`src/core/liu_pkg.sv`:
```
// Package of constants and types for the line interface pin control block
package liu_pkg;
  // ----------------------------------------
  // Timing
  // ----------------------------------------
  localparam int LIU_CLK_PERIOD_PS = 4000;
  localparam int LIU_RST_MIN_NS = 100;
  localparam int LIU_RST_CYCLES = (LIU_RST_MIN_NS * 1000) / LIU_CLK_PERIOD_PS + 1;
  localparam logic [5:0] LIU_RST_CNT_MAX = 6'(LIU_RST_CYCLES);

  // ----------------------------------------
  // Attenuator depths
  // ----------------------------------------
  localparam int LIU_DEPTH_BROAD = 64;
  localparam int LIU_DEPTH_NARROW = 128;
  localparam int LIU_MEM_DEPTH = 128;
  localparam int LIU_AW = 7;
  localparam logic [7:0] LIU_DEPTH_BROAD_W = 8'h40;
  localparam logic [7:0] LIU_DEPTH_NARROW_W = 8'h80;

  // ----------------------------------------
  // Types
  // ----------------------------------------
  typedef enum logic [1:0] {
    LIU_JA_OFF = 2'b00,
    LIU_JA_RX_BROAD = 2'b01,
    LIU_JA_RX_NARROW = 2'b10,
    LIU_JA_TX_NARROW = 2'b11
  } liu_ja_sel_t;

  typedef struct packed {
    logic in_rx;
    logic in_tx;
    logic narrow_bw;
    logic [7:0] depth;
  } liu_ja_cfg_t;

  typedef struct packed {
    logic data;
    logic clk_en;
  } liu_bit_t;
endpackage : liu_pkg

```
`src/core/liu_fifo_mem.sv`:
```
// Elastic bit memory of the jitter attenuator
`timescale 1ns/10ps
`default_nettype none
module liu_fifo_mem (
  clk,
  sys_rst,
  wr_en,
  wr_addr,
  wr_data,
  rd_addr,
  rd_data
);
  import liu_pkg::*;
  input wire logic clk;
  input wire logic sys_rst;
  input wire logic wr_en;
  input wire logic [liu_pkg::LIU_AW-1:0] wr_addr;
  input wire logic wr_data;
  input wire logic [liu_pkg::LIU_AW-1:0] rd_addr;
  output logic rd_data;

  logic [LIU_MEM_DEPTH-1:0] mem_ff;

  always_ff @(posedge clk) begin
    if (wr_en) begin
      mem_ff[wr_addr] <= wr_data;
    end
  end

  always_ff @(posedge clk or posedge sys_rst) begin
    if (sys_rst) begin
      rd_data <= 1'b0;
    end else begin
      rd_data <= mem_ff[rd_addr];
    end
  end
endmodule : liu_fifo_mem
`default_nettype wire

```
`src/core/liu_pin_ctrl.sv`:
```
// Hardware pin control: reset filter, attenuator select and driver float
`timescale 1ns/10ps
`default_nettype none
module liu_pin_ctrl (
  clk,
  sys_rst,
  rst_pin_n,
  hw_mode,
  jitter_atten_sel,
  tx_driver_float,
  rx_in,
  tx_in,
  rx_out,
  tx_out,
  tx_drive_oe,
  chip_rst,
  ja_cfg
);
  import liu_pkg::*;
  input wire logic clk;
  input wire logic sys_rst;
  input wire logic rst_pin_n;
  input wire logic hw_mode;
  input wire logic [1:0] jitter_atten_sel;
  input wire logic tx_driver_float;
  input wire liu_pkg::liu_bit_t rx_in;
  input wire liu_pkg::liu_bit_t tx_in;
  output liu_pkg::liu_bit_t rx_out;
  output liu_pkg::liu_bit_t tx_out;
  output logic tx_drive_oe;
  output logic chip_rst;
  output liu_pkg::liu_ja_cfg_t ja_cfg;

  // ----------------------------------------
  // Pin synchronisers
  // ----------------------------------------
  logic [4:0] pin_s1_ff;
  logic [4:0] pin_s2_ff;

  always_ff @(posedge clk or posedge sys_rst) begin
    if (sys_rst) begin
      pin_s1_ff <= 5'h1F;
      pin_s2_ff <= 5'h1F;
    end else begin
      pin_s1_ff <= {rst_pin_n, hw_mode, jitter_atten_sel, tx_driver_float};
      pin_s2_ff <= pin_s1_ff;
    end
  end

  logic rst_n_s;
  logic hw_s;
  logic [1:0] sel_s;
  logic float_s;
  assign rst_n_s = pin_s2_ff[4];
  assign hw_s = pin_s2_ff[3];
  assign sel_s = pin_s2_ff[2:1];
  assign float_s = pin_s2_ff[0];

  // ----------------------------------------
  // Reset pulse width filter
  // ----------------------------------------
  logic [5:0] rst_cnt_ff;

  always_ff @(posedge clk or posedge sys_rst) begin
    if (sys_rst) begin
      rst_cnt_ff <= 6'h00;
    end else if (rst_n_s) begin
      rst_cnt_ff <= 6'h00;
    end else if (rst_cnt_ff != LIU_RST_CNT_MAX) begin
      rst_cnt_ff <= rst_cnt_ff + 6'h01;
    end
  end

  always_ff @(posedge clk or posedge sys_rst) begin
    if (sys_rst) begin
      chip_rst <= 1'b1;
    end else begin
      chip_rst <= (rst_cnt_ff == LIU_RST_CNT_MAX);
    end
  end

  // ----------------------------------------
  // Attenuator select decode
  // ----------------------------------------
  liu_ja_sel_t sel_eff;
  liu_ja_cfg_t nxt_cfg;

  always_comb begin
    sel_eff = hw_s ? liu_ja_sel_t'(sel_s) : LIU_JA_OFF;
    nxt_cfg = '0;
    unique case (sel_eff)
      LIU_JA_OFF: begin
        nxt_cfg = '0;
      end
      LIU_JA_RX_BROAD: begin
        nxt_cfg.in_rx = 1'b1;
        nxt_cfg.depth = LIU_DEPTH_BROAD_W;
      end
      LIU_JA_RX_NARROW: begin
        nxt_cfg.in_rx = 1'b1;
        nxt_cfg.narrow_bw = 1'b1;
        nxt_cfg.depth = LIU_DEPTH_NARROW_W;
      end
      LIU_JA_TX_NARROW: begin
        nxt_cfg.in_tx = 1'b1;
        nxt_cfg.narrow_bw = 1'b1;
        nxt_cfg.depth = LIU_DEPTH_NARROW_W;
      end
    endcase
  end

  logic cfg_chg;
  assign cfg_chg = (nxt_cfg != ja_cfg);

  always_ff @(posedge clk or posedge sys_rst) begin
    if (sys_rst) begin
      ja_cfg <= '0;
    end else if (chip_rst) begin
      ja_cfg <= '0;
    end else begin
      ja_cfg <= nxt_cfg;
    end
  end

  // ----------------------------------------
  // Elastic store pointers
  // ----------------------------------------
  logic [LIU_AW-1:0] wr_ptr_ff;
  logic [LIU_AW-1:0] rd_ptr_ff;
  logic [LIU_AW-1:0] half_depth;
  liu_bit_t ja_in;
  logic ja_on;
  logic mem_rd;

  assign ja_on = ja_cfg.in_rx | ja_cfg.in_tx;
  assign ja_in = ja_cfg.in_tx ? tx_in : rx_in;
  assign half_depth = ja_cfg.narrow_bw ? 7'h40 : 7'h20;

  always_ff @(posedge clk or posedge sys_rst) begin
    if (sys_rst) begin
      wr_ptr_ff <= '0;
    end else if (chip_rst || !ja_on || cfg_chg) begin
      wr_ptr_ff <= '0;
    end else if (ja_in.clk_en) begin
      wr_ptr_ff <= (wr_ptr_ff + 7'h01) & (ja_cfg.depth[6:0] - 7'h01 | {ja_cfg.depth[7], 6'h00});
    end
  end

  always_ff @(posedge clk or posedge sys_rst) begin
    if (sys_rst) begin
      rd_ptr_ff <= '0;
    end else if (chip_rst || !ja_on || cfg_chg) begin
      rd_ptr_ff <= '0 - half_depth;
    end else if (ja_in.clk_en) begin
      rd_ptr_ff <= (rd_ptr_ff + 7'h01) & (ja_cfg.depth[6:0] - 7'h01 | {ja_cfg.depth[7], 6'h00});
    end
  end

  liu_fifo_mem u_mem (
    .clk(clk),
    .sys_rst(sys_rst),
    .wr_en(ja_on & ja_in.clk_en),
    .wr_addr(wr_ptr_ff),
    .wr_data(ja_in.data),
    .rd_addr(rd_ptr_ff & (ja_cfg.depth[6:0] - 7'h01 | {ja_cfg.depth[7], 6'h00})),
    .rd_data(mem_rd)
  );

  logic ja_clk_d_ff;
  always_ff @(posedge clk or posedge sys_rst) begin
    if (sys_rst) begin
      ja_clk_d_ff <= 1'b0;
    end else begin
      ja_clk_d_ff <= ja_on & ja_in.clk_en;
    end
  end

  // ----------------------------------------
  // Path outputs and driver enable
  // ----------------------------------------
  always_ff @(posedge clk or posedge sys_rst) begin
    if (sys_rst) begin
      rx_out <= '0;
      tx_out <= '0;
    end else begin
      rx_out <= ja_cfg.in_rx ? liu_bit_t'({mem_rd, ja_clk_d_ff}) : rx_in;
      tx_out <= ja_cfg.in_tx ? liu_bit_t'({mem_rd, ja_clk_d_ff}) : tx_in;
    end
  end

  always_ff @(posedge clk or posedge sys_rst) begin
    if (sys_rst) begin
      tx_drive_oe <= 1'b0;
    end else begin
      tx_drive_oe <= ~float_s & ~chip_rst;
    end
  end
endmodule : liu_pin_ctrl
`default_nettype wire

```
`config.mk`:
```
export PLATFORM = sky130hd
export DESIGN_NAME = liu_pin_ctrl
export DESIGN_NICKNAME = d
export VERILOG_FILES = /design/src/core/liu_pkg.sv /design/src/core/liu_fifo_mem.sv /design/src/core/liu_pin_ctrl.sv
export SDC_FILE = /design/constraint.sdc
export NUM_CORES = 1
export LEC_CHECK = 0
export BUFFER_PORTS_ARGS = -buffer_cell sky130_fd_sc_hd__buf_2
export CORE_MARGIN = 3
export CORE_UTILIZATION = 60
export DETAILED_ROUTE_END_ITERATION = 8
export PLACE_DENSITY_LB_ADDON = 0.3
export SLEW_MARGIN = 20
export SYNTH_ARGS = -nofsm -noshare
export SYNTH_HDL_FRONTEND = slang
export SYNTH_HIERARCHICAL = 1
export SYNTH_SLANG_ARGS = --single-unit
```
`constraint.sdc`:
```
create_clock -name clk -period 3.3 [get_ports clk]
set_clock_uncertainty 0.05 [all_clocks]
set_input_delay 0.33 -clock clk [delete_from_list [all_inputs] [get_ports clk]]
set_output_delay 0.33 -clock clk [all_outputs]
set_load 0.01 [all_outputs]
```
==> impl_metrics.py <==
metrics = {
    "run_status": {
        "run_status": "complete, no violations",
    },
    "global_routing": {
        "grt_pass1_wl_microns": 25500,
        "grt_max_degree": 129,
        "grt_antenna_before_repair": 0,
        "grt-ovfl-total": 0,
        "grt_pass1_vias": 4679,
        "grt_use_total": 0.239,
    },
    "placed_design": {
        "post-dp-hpwl_microns": 9520,
        "place.port_buffers": 21,
        "postPlaceCellArea_sq_um": 7810,
        "finalWeightedCongestion": 0.820,
    },
    "synth": {
        "yosysMostFrequentCell": "nor2_1",
        "yosysSeqAreaShare": 0.652,
        "yosys_warnings": 6,
        "synth-seq-cells": 171,
        "syn_area_sq_um": 7570,
        "syn_area_per_cell_sq_um": 13.6,
        "synth_enable_flop_cells": 128,
        "synth_top_cells_by_area": "edfxtp_1 (51%), dfrtp_1 (11%), mux4_2 (7.7%)",
        "synthDominantCellAreaShare": 0.508,
        "ys_async_sr_fraction": 0.251,
        "post_synth_num_cell_types": 52,
        "synthCells": 555,
        "synth_common_cells": "nor2_1 (150), edfxtp_1 (128), dfrtp_1 (32), nand2_1 (27), mux4_2 (26)",
        "synth_area_leader_cell": "edfxtp_1",
        "synth_top_flop_cell": "edfxtp_1",
    },
    "clock_tree": {
        "numCtsBuffers": 17,
        "clockRootBuffer": "clkbuf_16",
        "clk_pin_slew_ns": 0.06,
        "clk_path_buf_depth": 2,
        "post_cts_resized": 0,
        "clock_sinks": 171,
        "tritoncts": "built",
        "htree_levels": 4,
        "clk_latency_ns": 0.42,
    },
    "sta": {
        "hold_ws_ns": 0.0896,
        "period_needed_ns": 2.83,
        "max_freq_ghz": 0.353,
        "fin_setup_tns_ns": 0,
        "maxSlewHeadroom": 0.484,
        "worstMarginPinSlew_ns": 0.773,
        "timing.final.crit_share": 0.858,
        "rsz0062_at_grt": "no",
        "final_max_slew_viol_count": 0,
        "finalHoldViolCount": 0,
        "setup_viol": 0,
    },
    "final_layout": {
        "synthToLayoutAreaGrowth_pct": 11.4,
        "fin_area_sq_um": 8440,
        "finalNetCount": 603,
        "layout-drive-gt1-share": 0.185,
        "antenna_cells": 0,
    },
    "setup_path": {
        "critPathRequiredTime_ns": 3.36,
        "crit_buf_inv": 0,
        "slowest_stage": "nand3_1",
        "cpPeakStageDelay_ns": 0.58,
        "path_delay_family": "simple AND/OR/NAND/NOR gates",
        "path_class": "reg2reg",
        "reg2reg_slack_ns": 0.47,
        "arrival_ns": 2.89,
        "worstPathCellList": "mux2i_1, nor2_1, nor2b_1, nand3_1, nor2_1",
        "critPathCaptureType": "register",
        "worst_path_most_repeated_cell": "nor2_1",
        "crit_path_max_fanout": 14,
        "start_kind": "register",
    },
    "routing": {
        "vias": 4641,
        "wl_per_cell_microns": 20.4,
        "drtPass1Iterations": 6,
        "drtIter0Drc": 552,
        "finalWirelength_microns": 15600,
        "drc_errors": 0,
        "ant_nets": 0,
        "viasPerCell": 6.05,
    },
    "floorplan": {
        "pin_count": 28,
        "die_h_microns": 118,
        "start_util": 0.623,
        "rows": 40,
        "dieWidth_microns": 118,
        "core_area_sq_um": 12200,
        "dieArea_sq_um": 14000,
    },
    "run": {
        "maxCapViolCount": 0,
    },
    "pwr": {
        "power_density_nw_per_um2": 514,
        "power.leakage_nw": 2.76,
        "ir_worst_vdd_uv": 411,
    },
    "hold_path": {
        "min_path_type": "in2reg",
    },
}
==> kinds of logic after synthesis <==
family,count (synthesis),synth area share
other,1,0.000495
adders and majority gates,6,0.00992
buffers and inverters,41,0.0288
AOI/OAI and AO/OA,18,0.0175
DFF,171,0.652
muxes,49,0.124
xor gates and xnor gates,16,0.0185
and+or+nand+nor,253,0.149
==> cells in the final DEF (no fill, tap or decap), types with 5 or more instances in the layout <==
cell             n
nand2_1         27
nor2_1         150
mux2i_1         10
nand4_1         10
conb_1           6
nor2b_1         11
nor3_1           6
dfrtp_1         31
mux4_2          26
mux4_1           7
xor2_1          11
inv_1            5
buf_4           13
edfxtp_1       128
clkbuf_16       17
nand3_1         21
ha_1             6
xnor2_1          5
dfstp_2         11
dlygate4sd3_1    6
buf_2           21
==> per-layer routing <==
layer	vias up	routed length, microns	GRT usage
met5	-	0	0
met1	2342	6280	0.327
li1	2068	-	-
met3	20	1260	0.0574
met2	211	7840	0.378
met4	0	240	0.0872
==> worst reg2reg max path: cells and delay by family (launching register included) <==
kind	cells	cell delay, ns
and+or+nand+nor	4	1.72
DFF	1	0.52
muxes	1	0.24
==> sequential cells by signal, indices dropped and copies added (netlist names) <==
name,cells
tx_drive_oe,1
pin_s1_ff,5
rd_ptr_ff,7
rst_cnt_ff,6
ja_cfg,5
rx_out,2
tx_out,2
u_mem/mem_ff,128
ja_clk_d_ff,1
chip_rst,1
wr_ptr_ff,7
u_mem/rd_data,1
pin_s2_ff,5
==> area by class of cell <==
cell class                      instances  area (sq um)
Clock inverter                         14           106
Sequential cell                       171          4930
Inverter                                7          26.3
Fill cell                             827          3730
Tap cell                              168           210
Clock buffer                           18           429
Timing Repair Buffer                   41           290
Multi-Input combinational cell        348          2440
==> power by group <==
group / leakage [nW] / internal (mW) / total, mW / switching [mW]
clock: 0.254 / 1.02 / 1.81 / 0.791
sequential: 1.68 / 2.35 / 2.37 / 0.0175
combinational: 0.826 / 0.0555 / 0.154 / 0.0981
total: 2.76 / 3.43 / 4.33 / 0.907
==> repair_timing <==
item / 4_1_cts / 5_1_grt
hold buffers: 6 / 0
buffers inserted: 0 / 0
endpoints found under the hold margin: 6 / 0
==> through the flow <==
step / power [mW] / utilization / cells / worst slack, ns
2_1_floorplan: 2.51 / - / 560 / 0.546
3_3_place_gp: 2.55 / 0.642 / 728 / 0.746
3_5_place_dp: 2.55 / 0.642 / 728 / 0.534
4_1_cts: 4.36 / 0.691 / 766 / 0.546
5_1_grt: 4.47 / 0.694 / 767 / 0.250
6_report: 4.33 / 0.694 / 767 / 0.467
==> path summary, 6_finish.rpt <==
path,cells past startpoint,to,start
worst min-delay path,2,rx_out[1],rx_in[1]
min in group asynchronous,3,u_mem/rd_data,sys_rst
worst max-delay path,5,u_mem/mem_ff[99],ja_cfg[9]
max in group asynchronous,4,pin_s1_ff[0],sys_rst
worst max register to register,5,u_mem/mem_ff[99],ja_cfg[9]
worst min register to register,0,pin_s2_ff[4],pin_s1_ff[4]
Note: power is estimated with default switching activity, not from simulation.
